### config.mk
export PLATFORM = sky130hd
export DESIGN_NAME = gas_cfg_regs
export DESIGN_NICKNAME = d
export VERILOG_FILES = /design/src/pkg/gas_cfg_pkg.sv /design/src/gas_cfg_regs.sv /design/src/pin_sync.sv
export SDC_FILE = /design/constraint.sdc
export NUM_CORES = 1
export LEC_CHECK = 0
export BUFFER_PORTS_ARGS = -buffer_cell sky130_fd_sc_hd__buf_4
export CAP_MARGIN = 20
export CORE_ASPECT_RATIO = 0.75
export CORE_MARGIN = 2
export CORE_UTILIZATION = 50
export CTS_CLUSTER_SIZE = 25
export DETAILED_ROUTE_END_ITERATION = 10
export GPL_ROUTABILITY_DRIVEN = 0
export GPL_TIMING_DRIVEN = 0
export PLACE_DENSITY = 0.74
export SLEW_MARGIN = 40
export SYNTH_ARGS = -nofsm -noshare
export SYNTH_HDL_FRONTEND = slang
export SYNTH_HIERARCHICAL = 1
export SYNTH_SLANG_ARGS = --single-unit
### constraint.sdc
create_clock -name clk -period 4.55 [get_ports clk]
set_input_delay 0.91 -clock clk [delete_from_list [all_inputs] [get_ports clk]]
set_output_delay 0.91 -clock clk [all_outputs]
set_load 0.05 [all_outputs]
### src/pkg/gas_cfg_pkg.sv
package gas_cfg_pkg;

  // ****************************************
  // Bus address
  // ****************************************
  localparam logic [6:0]  DEF_BUS_ADDR   = 7'h68;
  localparam logic [7:0]  BUS_ADDR_RST   = 8'h68;

  // ****************************************
  // Register byte offsets
  // ****************************************
  localparam logic [7:0]  OFS_CAL_STAT   = 8'h81;
  localparam logic [7:0]  OFS_CAL_CMD_HI = 8'h82;
  localparam logic [7:0]  OFS_CAL_CMD_LO = 8'h83;
  localparam logic [7:0]  OFS_CAL_TGT_HI = 8'h84;
  localparam logic [7:0]  OFS_CAL_TGT_LO = 8'h85;
  localparam logic [7:0]  OFS_SW_RST     = 8'hA3;
  localparam logic [7:0]  OFS_FEAT       = 8'hA5;
  localparam logic [7:0]  OFS_BUS_ADDR   = 8'hA7;
  localparam logic [7:0]  OFS_PRESS_HI   = 8'hDC;
  localparam logic [7:0]  OFS_PRESS_LO   = 8'hDD;

  // ****************************************
  // Feature control fields and reset values
  // ****************************************
  localparam int          FEAT_STATIC_OFF = 2;
  localparam int          FEAT_DYN_OFF    = 3;
  localparam int          FEAT_PCOMP_OFF  = 4;
  localparam logic [7:0]  FEAT_RST        = 8'hFF;
  localparam logic [7:0]  STAT_RST        = 8'h00;
  localparam logic [15:0] WORD_RST        = 16'h0000;

  // ****************************************
  // Commands and results
  // ****************************************
  localparam logic [7:0]  SW_RST_KEY     = 8'hFF;
  localparam logic [15:0] CMD_BG_CAL     = 16'h7C06;
  localparam logic [15:0] CMD_TGT_CAL    = 16'h7C05;
  localparam logic [7:0]  STAT_BG_OK     = 8'h20;
  localparam logic [7:0]  STAT_TGT_OK    = 8'h10;

  // ****************************************
  // Pressure limits, 0.1 hPa units
  // ****************************************
  localparam logic [15:0] PRESS_MIN      = 16'h0BB8;
  localparam logic [15:0] PRESS_MAX      = 16'h32C8;

  // ****************************************
  // Carriers
  // ****************************************
  typedef struct packed {
    logic        static_iir_on;
    logic        dyn_iir_on;
    logic        press_comp_on;
    logic        press_clamped;
    logic [15:0] press_used;
  } filt_cfg_t;

  typedef struct packed {
    logic        start;
    logic        target_mode;
    logic [15:0] target;
  } cal_req_t;

endpackage

### src/gas_cfg_regs.sv
`timescale 1ns/100ps
//
// Contract
// - Both filter bits clear: static and dynamic filters on
// - Both filter bits set: bypass filters
// - Word 0x7C06 starts background calibration
// - Background success reports 0x20
// - Target then 0x7C05 starts target calibration
// - Target success reports 0x10
// - New address waits for a reset
// - 0xFF to reset register resets device
// - Bit 4 clear enables pressure compensation
// - Bit 4 set disables pressure compensation
// - Compensate only when enabled and written
// - Out of range pressure clamps to limits
// - New pressure used at next calculation
// - Pressure signed, MSB at lower offset
//
module gas_cfg_regs (
  // Clock and reset
  input  wire logic                  clk,
  input  wire logic                  nrst,
  // I2C pins
  input  wire logic                  scl_i,
  input  wire logic                  sda_i,
  output logic                       sda_o,
  output logic                       sda_oe,
  // Measurement core
  input  wire logic                  calc_start,
  input  wire logic                  cal_done,
  input  wire logic                  cal_ok,
  output gas_cfg_pkg::filt_cfg_t     filt_cfg,
  output gas_cfg_pkg::cal_req_t      cal_req,
  // Device control
  output logic                       soft_rst,
  output logic [6:0]                 bus_addr_active
);
  import gas_cfg_pkg::*;

  // ****************************************
  // Pin synchronisers
  // ****************************************
  logic [1:0] pin_raw;
  logic [1:0] pin_s;
  logic       scl_s;
  logic       sda_s;

  assign pin_raw = {scl_i, sda_i};
  assign scl_s   = pin_s[1];
  assign sda_s   = pin_s[0];

  genvar gi;
  generate
    for (gi = 0; gi < 2; gi++) begin : g_sync
      pin_sync u_sync (
        .clk  (clk),
        .nrst (nrst),
        .din  (pin_raw[gi]),
        .dout (pin_s[gi])
      );
    end
  endgenerate

  // ****************************************
  // Bus engine
  // ****************************************
  typedef enum logic [2:0] {
    ST_IDLE, ST_ADDR, ST_AACK, ST_WR, ST_WACK, ST_RD, ST_RACK
  } bus_st_t;

  bus_st_t    st_ff,  nxt_st;
  logic [2:0] bit_ff, nxt_bit;
  logic [7:0] sh_ff,  nxt_sh;
  logic [7:0] ptr_ff, nxt_ptr;
  logic       rnw_ff, nxt_rnw;
  logic       first_ff, nxt_first;
  logic       scl_q_ff, sda_q_ff;
  logic       nxt_sda_oe;
  logic       start_c, stop_c, rise_c, fall_c;
  logic [7:0] byte_c;
  logic [7:0] rd_data;
  logic       wr_stb;
  logic [7:0] wr_ofs;
  logic [7:0] wr_dat;

  assign start_c = scl_s & scl_q_ff & sda_q_ff & ~sda_s;
  assign stop_c  = scl_s & scl_q_ff & ~sda_q_ff & sda_s;
  assign rise_c  = scl_s & ~scl_q_ff;
  assign fall_c  = ~scl_s & scl_q_ff;
  assign byte_c  = {sh_ff[6:0], sda_s};

  always_comb begin
    nxt_st     = st_ff;
    nxt_bit    = bit_ff;
    nxt_sh     = sh_ff;
    nxt_ptr    = ptr_ff;
    nxt_rnw    = rnw_ff;
    nxt_first  = first_ff;
    nxt_sda_oe = sda_oe;
    wr_stb     = 1'b0;
    wr_ofs     = ptr_ff;
    wr_dat     = byte_c;
    if (start_c) begin
      nxt_st     = ST_ADDR;
      nxt_bit    = 3'h0;
      nxt_sda_oe = 1'b0;
    end else if (stop_c) begin
      nxt_st     = ST_IDLE;
      nxt_sda_oe = 1'b0;
    end else begin
      unique case (st_ff)
        ST_IDLE: begin
        end
        ST_ADDR: begin
          if (rise_c) begin
            nxt_sh  = byte_c;
            nxt_bit = bit_ff + 3'h1;
            if (bit_ff == 3'h7) begin
              nxt_rnw = byte_c[0];
              nxt_st  = (byte_c[7:1] == bus_addr_active) ? ST_AACK : ST_IDLE;
            end
          end
        end
        ST_AACK, ST_WACK: begin
          if (fall_c && !sda_oe) begin
            nxt_sda_oe = 1'b1;
          end else if (fall_c) begin
            nxt_bit = 3'h0;
            if (st_ff == ST_AACK && rnw_ff) begin
              nxt_st     = ST_RD;
              nxt_sh     = rd_data;
              nxt_sda_oe = ~rd_data[7];
            end else begin
              nxt_st     = ST_WR;
              nxt_sda_oe = 1'b0;
              if (st_ff == ST_AACK) begin
                nxt_first = 1'b1;
              end
            end
          end
        end
        ST_WR: begin
          if (rise_c) begin
            nxt_sh  = byte_c;
            nxt_bit = bit_ff + 3'h1;
            if (bit_ff == 3'h7) begin
              nxt_st = ST_WACK;
              if (first_ff) begin
                nxt_ptr   = byte_c;
                nxt_first = 1'b0;
              end else begin
                wr_stb  = 1'b1;
                nxt_ptr = ptr_ff + 8'h01;
              end
            end
          end
        end
        ST_RD: begin
          if (fall_c) begin
            if (bit_ff == 3'h7) begin
              nxt_st     = ST_RACK;
              nxt_sda_oe = 1'b0;
              nxt_ptr    = ptr_ff + 8'h01;
            end else begin
              nxt_bit    = bit_ff + 3'h1;
              nxt_sh     = {sh_ff[6:0], 1'b0};
              nxt_sda_oe = ~sh_ff[6];
            end
          end
        end
        ST_RACK: begin
          if (rise_c) begin
            nxt_sh = {7'h00, sda_s};
          end else if (fall_c) begin
            if (sh_ff[0]) begin
              nxt_st = ST_IDLE;
            end else begin
              nxt_st     = ST_RD;
              nxt_bit    = 3'h0;
              nxt_sh     = rd_data;
              nxt_sda_oe = ~rd_data[7];
            end
          end
        end
      endcase
    end
  end

  always_ff @(posedge clk or negedge nrst) begin
    if (!nrst) begin
      st_ff    <= ST_IDLE;
      bit_ff   <= 3'h0;
      sh_ff    <= 8'h00;
      ptr_ff   <= 8'h00;
      rnw_ff   <= 1'b0;
      first_ff <= 1'b0;
      scl_q_ff <= 1'b1;
      sda_q_ff <= 1'b1;
      sda_oe   <= 1'b0;
      sda_o    <= 1'b0;
    end else begin
      st_ff    <= nxt_st;
      bit_ff   <= nxt_bit;
      sh_ff    <= nxt_sh;
      ptr_ff   <= nxt_ptr;
      rnw_ff   <= nxt_rnw;
      first_ff <= nxt_first;
      scl_q_ff <= scl_s;
      sda_q_ff <= sda_s;
      sda_oe   <= nxt_sda_oe;
      sda_o    <= 1'b0;
    end
  end

  // ****************************************
  // Register bank
  // ****************************************
  logic [7:0]  stat_ff,  nxt_stat;
  logic [15:0] cmd_ff,   nxt_cmd;
  logic [15:0] tgt_ff,   nxt_tgt;
  logic [7:0]  feat_ff,  nxt_feat;
  logic [7:0]  addr_ff,  nxt_addr;
  logic [15:0] press_ff, nxt_press;
  logic        pvalid_ff, nxt_pvalid;
  logic        rpend_ff, nxt_rpend;
  filt_cfg_t   nxt_filt;
  cal_req_t    nxt_cal;
  logic        nxt_soft_rst;
  logic [6:0]  nxt_act;
  logic [15:0] clamp_c;
  logic        clamped_c;

  always_comb begin
    unique case (ptr_ff)
      OFS_CAL_STAT:   rd_data = stat_ff;
      OFS_CAL_CMD_HI: rd_data = cmd_ff[15:8];
      OFS_CAL_CMD_LO: rd_data = cmd_ff[7:0];
      OFS_CAL_TGT_HI: rd_data = tgt_ff[15:8];
      OFS_CAL_TGT_LO: rd_data = tgt_ff[7:0];
      OFS_FEAT:       rd_data = feat_ff;
      OFS_BUS_ADDR:   rd_data = addr_ff;
      OFS_PRESS_HI:   rd_data = press_ff[15:8];
      OFS_PRESS_LO:   rd_data = press_ff[7:0];
      default:        rd_data = 8'h00;
    endcase
  end

  always_comb begin
    if ($signed(press_ff) < $signed(PRESS_MIN)) begin
      clamp_c   = PRESS_MIN;
      clamped_c = 1'b1;
    end else if ($signed(press_ff) > $signed(PRESS_MAX)) begin
      clamp_c   = PRESS_MAX;
      clamped_c = 1'b1;
    end else begin
      clamp_c   = press_ff;
      clamped_c = 1'b0;
    end
  end

  always_comb begin
    nxt_stat     = stat_ff;
    nxt_cmd      = cmd_ff;
    nxt_tgt      = tgt_ff;
    nxt_feat     = feat_ff;
    nxt_addr     = addr_ff;
    nxt_press    = press_ff;
    nxt_pvalid   = pvalid_ff;
    nxt_rpend    = rpend_ff;
    nxt_filt     = filt_cfg;
    nxt_cal      = cal_req;
    nxt_cal.start = 1'b0;
    nxt_soft_rst = 1'b0;
    nxt_act      = bus_addr_active;
    if (wr_stb) begin
      unique case (wr_ofs)
        OFS_CAL_STAT:   nxt_stat = wr_dat;
        OFS_CAL_CMD_HI: nxt_cmd[15:8] = wr_dat;
        OFS_CAL_CMD_LO: begin
          nxt_cmd[7:0] = wr_dat;
          if ({cmd_ff[15:8], wr_dat} == CMD_BG_CAL) begin
            nxt_cal.start       = 1'b1;
            nxt_cal.target_mode = 1'b0;
          end
          if ({cmd_ff[15:8], wr_dat} == CMD_TGT_CAL) begin
            nxt_cal.start       = 1'b1;
            nxt_cal.target_mode = 1'b1;
            nxt_cal.target      = tgt_ff;
          end
        end
        OFS_CAL_TGT_HI: nxt_tgt[15:8] = wr_dat;
        OFS_CAL_TGT_LO: nxt_tgt[7:0] = wr_dat;
        OFS_SW_RST:     nxt_rpend = rpend_ff | (wr_dat == SW_RST_KEY);
        OFS_FEAT:       nxt_feat = wr_dat;
        OFS_BUS_ADDR:   nxt_addr = wr_dat;
        OFS_PRESS_HI:   nxt_press[15:8] = wr_dat;
        OFS_PRESS_LO: begin
          nxt_press[7:0] = wr_dat;
          nxt_pvalid     = 1'b1;
        end
        default: begin
        end
      endcase
    end
    if (cal_done && cal_ok) begin
      nxt_stat = cal_req.target_mode ? STAT_TGT_OK : STAT_BG_OK;
    end
    nxt_filt.dyn_iir_on    = ~feat_ff[FEAT_DYN_OFF];
    nxt_filt.static_iir_on = ~feat_ff[FEAT_STATIC_OFF];
    if (calc_start) begin
      nxt_filt.press_comp_on = ~feat_ff[FEAT_PCOMP_OFF] & pvalid_ff;
      nxt_filt.press_used    = clamp_c;
      nxt_filt.press_clamped = clamped_c & pvalid_ff;
    end
    // Soft reset at end of transfer
    if (stop_c && rpend_ff) begin
      nxt_stat     = STAT_RST;
      nxt_cmd      = WORD_RST;
      nxt_tgt      = WORD_RST;
      nxt_feat     = FEAT_RST;
      nxt_press    = WORD_RST;
      nxt_pvalid   = 1'b0;
      nxt_rpend    = 1'b0;
      nxt_filt     = '0;
      nxt_cal      = '0;
      nxt_soft_rst = 1'b1;
      nxt_act      = addr_ff[6:0];
    end
  end

  always_ff @(posedge clk or negedge nrst) begin
    if (!nrst) begin
      stat_ff         <= STAT_RST;
      cmd_ff          <= WORD_RST;
      tgt_ff          <= WORD_RST;
      feat_ff         <= FEAT_RST;
      addr_ff         <= BUS_ADDR_RST;
      press_ff        <= WORD_RST;
      pvalid_ff       <= 1'b0;
      rpend_ff        <= 1'b0;
      filt_cfg        <= '0;
      cal_req         <= '0;
      soft_rst        <= 1'b0;
      bus_addr_active <= DEF_BUS_ADDR;
    end else begin
      // Status only moves on write, result or soft reset
      stat_ff         <= nxt_stat;
      cmd_ff          <= nxt_cmd;
      tgt_ff          <= nxt_tgt;
      feat_ff         <= nxt_feat;
      addr_ff         <= nxt_addr;
      press_ff        <= nxt_press;
      pvalid_ff       <= nxt_pvalid;
      rpend_ff        <= nxt_rpend;
      filt_cfg        <= nxt_filt;
      cal_req         <= nxt_cal;
      soft_rst        <= nxt_soft_rst;
      bus_addr_active <= nxt_act;
    end
  end

endmodule

### src/pin_sync.sv
`timescale 1ns/100ps
module pin_sync (
  // Clock and reset
  input  wire logic clk,
  input  wire logic nrst,
  // Pin in, filtered level out
  input  wire logic din,
  output logic      dout
);

  // ****************************************
  // Three stage sampler
  // ****************************************
  logic s1_ff;
  logic s2_ff;
  logic s3_ff;
  logic nxt_dout;

  always_comb begin
    nxt_dout = (s2_ff == s3_ff) ? s3_ff : dout;
  end

  always_ff @(posedge clk or negedge nrst) begin
    if (!nrst) begin
      s1_ff <= 1'b1;
      s2_ff <= 1'b1;
      s3_ff <= 1'b1;
      dout  <= 1'b1;
    end else begin
      s1_ff <= din;
      s2_ff <= s1_ff;
      s3_ff <= s2_ff;
      dout  <= nxt_dout;
    end
  end

endmodule
# == Word-level counts from Yosys, hierarchy flattened ==
# Cells that the tools add are included.
# word_totals
inputBits,7
reg_bits,154
# op_classes
n_bitwise,21
n_reduce_logical,47
add_sub_neg,2
eq_ne,57
magnitude_cmp,2
n_mux,106
# ops
op,n
8-bit 2-to-1 mux,18
16-bit 2-to-1 mux,8
18-bit 2-to-1 mux,5
"8-bit equality test, second input constant",11
3-bit 2-to-1 mux,24
8-bit one-hot mux with 9 select lines,1
7-bit 2-to-1 mux,9
"4-bit != test, second input constant",11
"16-bit by 15-bit equality test with 1-bit output, second input constant",2
1-bit 2-to-1 mux,31
7-bit one-hot mux with 4 select lines,1
"3-bit != test, second input constant",9
2-bit nonzero test,13
"2-bit != test, second input constant",11
11-bit AND reduction,2
20-bit 2-to-1 mux,1
10-bit AND reduction,2
2-bit AND reduction,10
"16-bit by 15-bit > comparator with 1-bit output, second input constant",1
"16-bit by 13-bit less-than comparator with 1-bit output, second input constant",1
8-bit one-hot mux with 2 select lines,1
3-bit one-hot mux with 5 select lines,1
"3-bit equality test, second input constant",4
3-bit one-hot mux with 4 select lines,1
28 further kinds,57

# == Logic depth before layout (Yosys ltp) ==
# Gate-level depths: netlist of the first run.
# logic_depth
ltp_word,9
mapped_depth,11

# == Cells and area by module ==
# Netlist of the first run, hierarchy kept.
# modules_own_cells
mod,area_each_um2,n_inst,cells_per_inst
gas_cfg_regs,7604.8,1,848
pin_sync,116.4,2,5

# == Worst setup path after synthesis of the first run ==
# No wires, ideal clock.
# synth_timing
kind,register -> register
start,reg scl_q_ff
end,reg sh_ff[2]
slack_ns,1.950
t_arrival_ns,2.518
stages_incl_launch_ff,11
path_buffers,3
path_cell_list,dfstp_2 ha_1 clkbuf_1 a21oi_1 o21ai_0 o2111ai_1 or2_2 clkbuf_1 or4_1 buf_2 o22ai_1
# synth_between
elab_chain_len,5
word_cells_on_any_way,20
classes_between,6 x eq/ne; 2 x mux; 10 x bitwise; 2 x reduce/logical
# synth_lines
element,line_no,rtl
"start, declared",gas_cfg_regs.sv:77,"logic scl_q_ff, sda_q_ff;"
"start signal, assigned",gas_cfg_regs.sv:208,scl_q_ff <= scl_s;
1-bit bitwise AND,"gas_cfg_regs.sv:86, gas_cfg_regs.sv:87",
"1-bit bitwise AND, on equally long branches (2 in a row)","gas_cfg_regs.sv:87, gas_cfg_regs.sv:86",
1-bit NOT (no line),n/a,
11-bit AND reduction (no line),n/a,
"end signal, assigned",gas_cfg_regs.sv:204,sh_ff <= nxt_sh;
"end, declared",gas_cfg_regs.sv:73,"logic [7:0] sh_ff, nxt_sh;"
# Several ways; a longest one is shown, not always the timed one.
# A chain may end at the register's enable or synchronous reset.

# == Worst setup path after layout of the first run ==
# layout_timing
start,reg g_sync[0].u_sync.dout
end,reg cal_req[12] (netlist name)
# layout_between
elab_chain_len,5
word_cells_on_any_way,12
classes_between,1 x eq/ne; 3 x mux; 3 x bitwise; 5 x reduce/logical
# layout_lines
element,line_no,rtl
"start, declared",pin_sync.sv:8,output logic dout
"start signal, assigned",pin_sync.sv:33,dout <= nxt_dout;
1-bit bitwise AND or 1-bit NOT (tied branches),"gas_cfg_regs.sv:87, gas_cfg_regs.sv:86",
1-bit 2-to-1 mux or 1-bit bitwise AND (tied branches),"gas_cfg_regs.sv:107, gas_cfg_regs.sv:86",
1-bit 2-to-1 mux,gas_cfg_regs.sv:103,if (start_c) begin
2-bit nonzero test (no line),n/a,
3-bit AND reduction (no line),n/a,
"end signal, assigned",gas_cfg_regs.sv:356,cal_req <= nxt_cal;
"end, declared",gas_cfg_regs.sv:33,"output gas_cfg_pkg::cal_req_t cal_req,"
# Several ways; a longest one is shown, not always the timed one.

==> results of run 1 <==
critical path: stages, from the launching register on:
cell	delay (ns)
dfstp_2	0.55
clkbuf_1	0.32
xor2_1	0.20
a2111oi_2	0.65
nand3_1	0.48
nor4_2	0.65
clkbuf_1	0.37
o21ai_0	0.16
synthesized netlist by cell type, types with 11 or more instances:
master	instances	area, sq um
dfrtp_1	130	3250
nor2_1	94	353
dfstp_2	24	631
nor3_1	11	55.1
a21oi_1	77	385
nand2_1	143	537
nand2b_1	12	75.1
nand3_1	23	115
clkbuf_1	53	199
o21ai_0	45	225
mux2i_1	51	510
flip-flops by register name (all words and copies together), names as in the netlist, 3 cells and up:
name	cells
addr_ff	8
bit_ff	3
bus_addr_active	7
cal_req	18
cmd_ff	16
feat_ff	8
filt_cfg	20
press_ff	16
ptr_ff	8
sh_ff	7
st_ff	3
stat_ff	8
tgt_ff	16
cells by family after synthesis:
| kind of cell | after synthesis |
|---|---|
| AND/OR/NAND/NOR | 340 |
| AO/OA/AOI/OAI | 208 |
| flip-flops | 154 |
| buffers and inverters | 77 |
| multiplexers | 58 |
| adder cells (fa/ha/maj) | 11 |
| XOR/XNOR | 9 |
| other | 1 |
cell type report:
class	count	area share [%]
plain buffers	64	2.84
clock buffers	21	5.06
clock inverters	11	1.32
inverters	13	0.534
multi-input cells	627	40.0
flip-flops and latches	154	42.5
well taps	205	2.81
repair buffers	54	4.96
final timing paths:
path	end	cells after the start
min in group clk	g_sync[1].u_sync/s2_ff	0
setup reg to reg	cal_req[12]	7
setup / recovery	cal_req[12]	7
max in group asynchronous	bus_addr_active[6]	3
hold / removal	cal_req[5]	1
hold reg to reg	g_sync[1].u_sync/s2_ff	0
per-stage QoR:
step	instances	instance area [sq um]	hold WS, ns	worst slack [ns]
after floorplan	858	7840	0.345	1.95
after global placement	1115	8480	0.346	1.25
after detailed placement	1117	8550	0.347	1.17
after CTS	1149	9130	0.313	1.17
after global routing	1149	9130	0.320	0.879
final	1149	9130	0.306	1.02
power breakdown:
part | leakage [uW] | internal [uW] | switching [uW]
clock network | 0.000286 | 838 | 577
registers | 0.00198 | 1460 | 150
logic | 0.00194 | 310 | 679
per-layer routing:
layer | up-vias | track usage, % | share of wire [%]
met5 | - | 0 | 0
met4 | 0 | 9.71 | 2.7
met3 | 55 | 11.0 | 14
met2 | 440 | 36.1 | 39
met1 | 3443 | 43.7 | 45
li1 | 3180 | - | -
cell usage in the layout (no fill, tap or decap), types with 4 or more instances in the layout:
cell type  count
nand2_1      143
dfrtp_1      130
nor2_1        94
a21oi_1       76
clkbuf_1      56
buf_4         52
mux2i_1       51
o21ai_0       45
dfstp_2       24
nand3_1       23
clkbuf_16     18
nand2b_1      12
nor3_1        11
inv_1         10
nor2b_1       10
a22o_1        10
o22ai_1       10
ha_1           9
a31oi_1        8
mux2_2         7
nand4_1        7
buf_2          6
nor4_1         6
o221ai_1       6
a22oi_1        6
a222oi_1       6
xnor2_1        5
o21ai_1        5
xor2_1         4
nand4b_1       4
and3_1         4
nand3b_1       4
o211ai_1       4
a221oi_1       4
clkinv_2       4
==> flow_summary.toml, run 1 <==
[run_status]
status = "complete, no violations"

[clocking]
cts_hold_buf = 0
clk_latency_ns = 0.44
cts_tree = "done"
cts_root_buffer = "clkbuf_16"
path_clk_slew_ns = 0.06
clockBufferDepth = 2
cts_resized = 0
clock-sinks = 154
numCtsBuffers = 17
cts_setup_buffers = 0
htreeDepth = 4

[finish]
seq_area_sq_um = 3880
fin_util_pct = 59.8
drive_gt1_share_pct = 14.3
multi_input_area_sq_um = 3650
area_growth_pct = 16.5
n_antenna_cell = 0
nFillCells = 1309
finalNetCount = 947

[global_route]
antenna_found_initial = 0
grt_remaining_overflow = 0
grt_max_degree = 70
grt_util_all_layers_pct = 28.4
grt_pass1_wl_mm = 36.0
grt_pass1_vias = 6326

[detailed_routing]
routedWlPerCell_microns = 20.1
drt-total-wl_mm = 23.1
ant_nets = 0
vias_per_cell = 6.19
vias = 7118
drc = 0
drtIter0Drc = 944
first_pass_iters = 6

[synthesis]
ys_ff_latch = 154
muxShareOfSynthArea_pct = 7.52
synth_top_family_by_area = "simple AND/OR/NAND/NOR gates"
synth-simple-area-share_pct = 19.7
synth_nets = 874
synth-xor-area-share_pct = 1.01
synthAdderAreaFrac_pct = 1.72
ys_types = 68
synth-edff-count = 0
synth_ff_type = "dfrtp_1"
yosys_warnings = 6
ys_seq_area_share_pct = 49.6
synth_compound_area_share_pct = 16.5
async_reset_ff_share_pct = 100
syn_inst = 858
syn_area_per_cell_sq_um = 9.13
syn_area_sq_um = 7840

[worst_setup_path]
crit_start = "g_sync[0].u_sync/dout"
path_max_fanout = 10
crit_required_ns = 4.85
cp-end-kind = "flop"
start_kind = "flop"
critPathKind = "reg -> reg"
arrival_ns = 3.82
reg2reg_slack_ns = 1.02
r2r-start = "g_sync[0].u_sync/dout"

[power]
leakage_uw = 0.00420
total_power_uw = 4010
power_density_nw_per_um2 = 439
vdd_drop_max_mv = 0.276

[sta]
fin_crit_sh_pct = 77.5
clock_skew_ns = 0.00744
finalSetupViolations = 0
fmax_ghz = 0.284
slew-limit-headroom_pct = 43.5
finalMaxSlewViolations = 0
tightest_slew_ns = 0.848
layout_min_cycle_time_ns = 3.53
rsz0062_at_grt = "no"
hold_violations = 0
fin_setup_tns_ns = 0

[die]
rows = 39
die_w_microns = 149
die_h_microns = 112
coreArea_sq_um = 15300
io_pins = 55
design.die.area_sq_um = 16700
start_util_pct = 51.3

[place]
port-buffer-count = 52
dp_hpwl_mm = 15.8

[hold_path]
worst_hold_path_type = "in -> async"

[run]
maxCapViolCount = 0
Power figures use the tool's default switching activity.
==> run 2, diff against run 1 <==
- PLACE_DENSITY: 0.74 -> 0.77
- clock period: 4.55 -> 3.2 ns (I/O delays scaled with it)
==> flow_summary.toml, run 2 (synthesis gave the netlist of run 1 again) <==
[run_status]
status = "complete, no violations"

[global_route]
grt_pass1_wl_mm = 36.5
grt_util_all_layers_pct = 28.6
grt_max_degree = 69
grt_pass1_vias = 6566
antenna_found_initial = 1
grt_remaining_overflow = 0

[detailed_routing]
drc = 0
ant_nets = 0
routedWlPerCell_microns = 20.2
drtIter0Drc = 1101
first_pass_iters = 8
vias = 7125
vias_per_cell = 6.21
drt-total-wl_mm = 23.2

[place]
placedCellCount = 1117
port-buffer-count = 52
dp_hpwl_mm = 15.7

[sta]
timing.hold.ws_ns = 0.0469
slew-limit-headroom_pct = 42.7
rsz0062_at_grt = "no"
tightest_slew_ns = 0.859
finalSetupViolations = 0
fin_crit_sh_pct = 92.3
clock_skew_ns = 0.0108
layout_min_cycle_time_ns = 2.95
finalMaxSlewViolations = 0
fmax_ghz = 0.339
hold_violations = 0

[clocking]
path_clk_slew_ns = 0.06
htreeDepth = 4
cts_hold_buf = 0
clock-sinks = 154
clk_latency_ns = 0.43
cts_setup_buffers = 0
clockBufferDepth = 2
cts_tree = "done"
cts_root_buffer = "clkbuf_16"
numCtsBuffers = 17

[die]
io_pins = 55
start_util_pct = 51.3
die_h_microns = 112
coreArea_sq_um = 15300
rows = 39
die_w_microns = 149
design.die.area_sq_um = 16700

[finish]
mostFrequentLayoutCell = "nand2_1"
largest_register_ffs = 20
finalNetCount = 945
drive_gt1_share_pct = 15.5
reg_top3 = "filt_cfg (20), cal_req (18)"
mostFrequentLayoutCells = "nand2_1, dfrtp_1, nor2_1, a21oi_1, buf_4"
layoutNonFillerInstCount = 1147
nFillCells = 1301
n_antenna_cell = 0
fin_util_pct = 60.0
largest-register = "filt_cfg"
area_growth_pct = 17.0

[hold_path]
worst_hold_path_type = "in -> async"

[power]
pwr-share-clk_pct = 34.6
total_power_uw = 5640
p_int_uw = 3610
swShare_pct = 36.0
vdd_drop_max_mv = 0.378
comb_power_share_pct = 25.2
p_seq_share_pct = 40.3
power_density_nw_per_um2 = 615
leakage_uw = 0.00419
switching_power_uw = 2030

[worst_setup_path]
critPathKind = "reg -> reg"
crit_required_ns = 3.54
critPathBufInv = 3
critical_path.top_delay_family = "simple AND/OR/NAND/NOR gates"
arrival_ns = 3.29
cp-end-kind = "flop"
path_cells = "clkbuf_1 > xor2_1 > a32oi_1 > o2111ai_1 > or2_2 > clkbuf_1 > or4_1 > buf_2 > o22ai_1"
critPathSlowestCell = "dfstp_2"
cp_common_cell = "clkbuf_1"
slowest_delay_ns = 0.55
path_max_fanout = 8
start_kind = "flop"

[run]
maxCapViolCount = 0
-- run 2: per-stage QoR --
step	setup WS, ns	TNS (ns)	instance area, sq um
after global placement	-0.0925	-0.744	8480
after floorplan	0.600	0	7840
final	0.247	0	9170
after CTS	-0.0311	-0.122	9120
after detailed placement	-0.149	-1.29	8550
after global routing	0.0677	0	9170
-- run 2: layout make-up --
cell class / instances / area, sq um / share of cell area, %
inverter: 13 / 48.8 / 0.532
buffer: 62 / 255 / 2.78
multi-input combinational: 627 / 3710 / 40.4
timing repair buffer: 54 / 453 / 4.94
tap: 205 / 256 / 2.80
sequential: 154 / 3880 / 42.4
clock buffer: 19 / 443 / 4.83
clock inverter: 13 / 120 / 1.31
-- run 2: path summary, 6_finish.rpt --
check | from | to | slack [ns] | depth (start not counted)
max in group asynchronous | nrst | addr_ff[5] | 2.19 | 3
hold reg to reg | g_sync[1].u_sync/s1_ff | g_sync[1].u_sync/s2_ff | 0.36 | 0
setup reg to reg | g_sync[0].u_sync/dout | sh_ff[4] | 0.25 | 9
setup / recovery | g_sync[0].u_sync/dout | sh_ff[4] | 0.25 | 9
hold / removal | nrst | cal_req[3] | 0.05 | 1
min in group clk | scl_i | g_sync[1].u_sync/s1_ff | 0.32 | 1
-- run 2: repair_timing --
action,in CTS,in global routing
pin swaps,0,0
gates resized for setup,2,13
setup endpoints to repair,18,99
-- run 2: metal layers --
layer / part of all wire, % / global-route usage, % / vias to the layer above
met5: 0 / 0 / -
met3: 14 / 10.9 / 62
met1: 44 / 43.5 / 3399
met4: 2.5 / 9.27 / 0
li1: - / - / 3170
met2: 40 / 37.2 / 494
-- run 2: power by group through the flow --
stage / clock [uW] / combinational [uW] / sequential, uW
after floorplan: 0 / 930 / 2230
after global placement: 0 / 1310 / 2290
after detailed placement: 0 / 1350 / 2290
after CTS: 1950 / 1360 / 2260
after global routing: 2040 / 1530 / 2280
final: 1950 / 1420 / 2270
==> run 3, diff against run 2 <==
- ABC_AREA: default -> 1
- SLEW_MARGIN: 40 -> default
==> flow_summary.toml, run 3 <==
[finish]
multi_input_area_sq_um = 3450
reg_top3 = "filt_cfg (20), cal_req (18)"
seq_area_sq_um = 3880
largest-register = "filt_cfg"
mostFrequentLayoutCell = "nand2_1"
stdcell_area_sq_um = 9180
n_antenna_cell = 0
mostFrequentLayoutCells = "nand2_1, dfrtp_1, nand3_1, o21ai_0, inv_1"
fin_util_pct = 59.9
drive_gt1_share_pct = 15.3
finalNetCount = 1091
area_growth_pct = 16.3
largest_register_ffs = 20
nFillCells = 1383

[power]
vdd_drop_max_mv = 0.362
comb_power_share_pct = 22.2
leakage_uw = 0.00460
p_int_uw = 3600
swShare_pct = 33.9
pwr-share-clk_pct = 38.4
power_density_nw_per_um2 = 594
p_seq_share_pct = 39.4
switching_power_uw = 1850

[worst_setup_path]
cp_common_cell = "inv_1"
r2r-start = "g_sync[1].u_sync/dout"
critPathKind = "reg -> reg"
path_cells = "ha_1 > nand3_2 > inv_1 > nand2_2 > inv_2 > buf_2 > nor2_1 > inv_1 > nor2_1 > a21oi_2 > inv_1"
slowest_delay_ns = 0.58
critPathSlowestCell = "dfstp_2"
start_kind = "flop"
arrival_ns = 2.90
critical_path.top_delay_family = "buffers and inverters"
crit_required_ns = 3.53
cp-end-kind = "flop"
crit_start = "g_sync[1].u_sync/dout"
path_max_fanout = 10
critPathBufInv = 5

[clocking]
cts_setup_buffers = 0
cts_resized = 0
clockBufferDepth = 2
cts_hold_buf = 0
htreeDepth = 4
clock-sinks = 154
path_clk_slew_ns = 0.06
cts_root_buffer = "clkbuf_16"
cts_tree = "done"
clk_latency_ns = 0.44
numCtsBuffers = 17

[place]
dp_hpwl_mm = 15.5
port-buffer-count = 53
pre_cts_ws_ns = 0.719
placed_area_sq_um = 8570

[sta]
finalMaxSlewViolations = 0
slew-limit-headroom_pct = 43.4
finalSetupViolations = 0
layout_min_cycle_time_ns = 2.57
fin_setup_tns_ns = 0
fin_crit_sh_pct = 80.3
hold_violations = 0
clock_skew_ns = 0.00934
tightest_slew_ns = 0.845
fin_ws_ns = 0.630
fmax_ghz = 0.389
rsz0062_at_grt = "no"

[global_route]
grt_remaining_overflow = 0
grt_pass1_wl_mm = 35.7
antenna_found_initial = 0
grt_pass1_vias = 6685
grt_util_all_layers_pct = 27.5
grt_max_degree = 82

[synthesis]
synthTopCellsByArea = "dfrtp_1, nand2_1, dfstp_2"
ys_ff_latch = 154
yosys_warnings = 6
synth_top_cell_area_share_pct = 41.2
synth_nets = 1018
ys_types = 44
synth-edff-count = 0
syn_area_sq_um = 7890
ys_seq_area_share_pct = 49.2
synth_ff_type = "dfrtp_1"
synthMostInstantiatedCell = "nand2_1"
syn_area_per_cell_sq_um = 7.87
syn_inst = 1002
synth_commonest_cells = "nand2_1, dfrtp_1, nand3_1"
synth_largest_area_cell = "dfrtp_1"
async_reset_ff_share_pct = 100

[detailed_routing]
first_pass_iters = 6
drtIter0Drc = 1068
vias = 7341
vias_per_cell = 5.68
drt-total-wl_mm = 21.9
ant_nets = 0
drc = 0
routedWlPerCell_microns = 16.9

[run_status]
status = "complete, no violations"

[die]
design.die.area_sq_um = 16800
coreArea_sq_um = 15300
rows = 39
die_w_microns = 149
die_h_microns = 113
start_util_pct = 51.5
io_pins = 55

[run]
maxCapViolCount = 0

[hold_path]
worst_hold_path_type = "in -> async"
## run 3: changes by cell type after synthesis, sizes merged, moves of 10 or more
cell and delta:
o21ai +59, clkbuf -42, a21oi -33, mux2i -51, nor2b -10, inv +91, nand2 +163, nand2b -12
nor2 -14, a22o -10, nand3 +90
## run 3: layer usage
metal | up-vias | track usage [%] | routed length [microns]
met5 | - | 0 | 0
met4 | 0 | 9.40 | 552
met3 | 68 | 7.98 | 2560
met2 | 405 | 37.0 | 8720
met1 | 3455 | 42.1 | 10000
li1 | 3413 | - | -
## run 3: metrics by stage
step	std cells	hold slack, ns	total power [uW]
floorplan	1002	0.344	2940
global placement	1260	0.346	3320
detailed placement	1261	0.347	3350
CTS	1293	0.295	5420
global route	1293	0.304	5690
finish	1293	0.260	5450
## run 3: logic make-up after synthesis
group	count (synthesis)	synth area share, %
AND/OR/NAND/NOR	528	29.2
AO/OA/AOI/OAI	167	11.9
flip-flops	154	49.2
buffers and inverters	133	7.04
XOR/XNOR	10	1.11
adder cells (fa/ha/maj)	9	1.43
other	1	0.0475
## run 3: worst paths after layout
check                                         endpoint  slack [ns]  cells past startpoint
worst max-delay path                       press_ff[0]        0.63                     11
worst max register to register             press_ff[0]        0.63                     11
worst min register to register  g_sync[1].u_sync/s2_ff        0.35                      0
min in group clk                g_sync[0].u_sync/s1_ff        0.31                      1
worst min-delay path                bus_addr_active[1]        0.26                      1
max in group asynchronous                   addr_ff[6]        2.12                      2
## run 3: layout make-up
cell class | count | share of cell area (%)
sequential | 154 | 42.3
multi-input combinational | 715 | 37.6
clock buffer | 19 | 4.72
timing repair buffer | 54 | 4.68
inverter | 103 | 4.30
tap | 205 | 2.80
clock inverter | 13 | 1.83
buffer | 30 | 1.76
## run 3: power groups by stage
stage	combinational (uW)	sequential, uW	clock [uW]
2_1_floorplan	758	2180	0
3_3_place_gp	1150	2170	0
3_5_place_dp	1170	2170	0
4_1_cts	1180	2140	2100
5_1_grt	1340	2160	2190
6_report	1210	2150	2090
## run 3: worst reg2reg max path, stage by stage (launching register included)
cell	delay (ns)
dfstp_2	0.58
ha_1	0.23
nand3_2	0.18
inv_1	0.13
nand2_2	0.20
inv_2	0.21
buf_2	0.31
nor2_1	0.07
inv_1	0.29
nor2_1	0.11
a21oi_2	0.11
inv_1	0.04
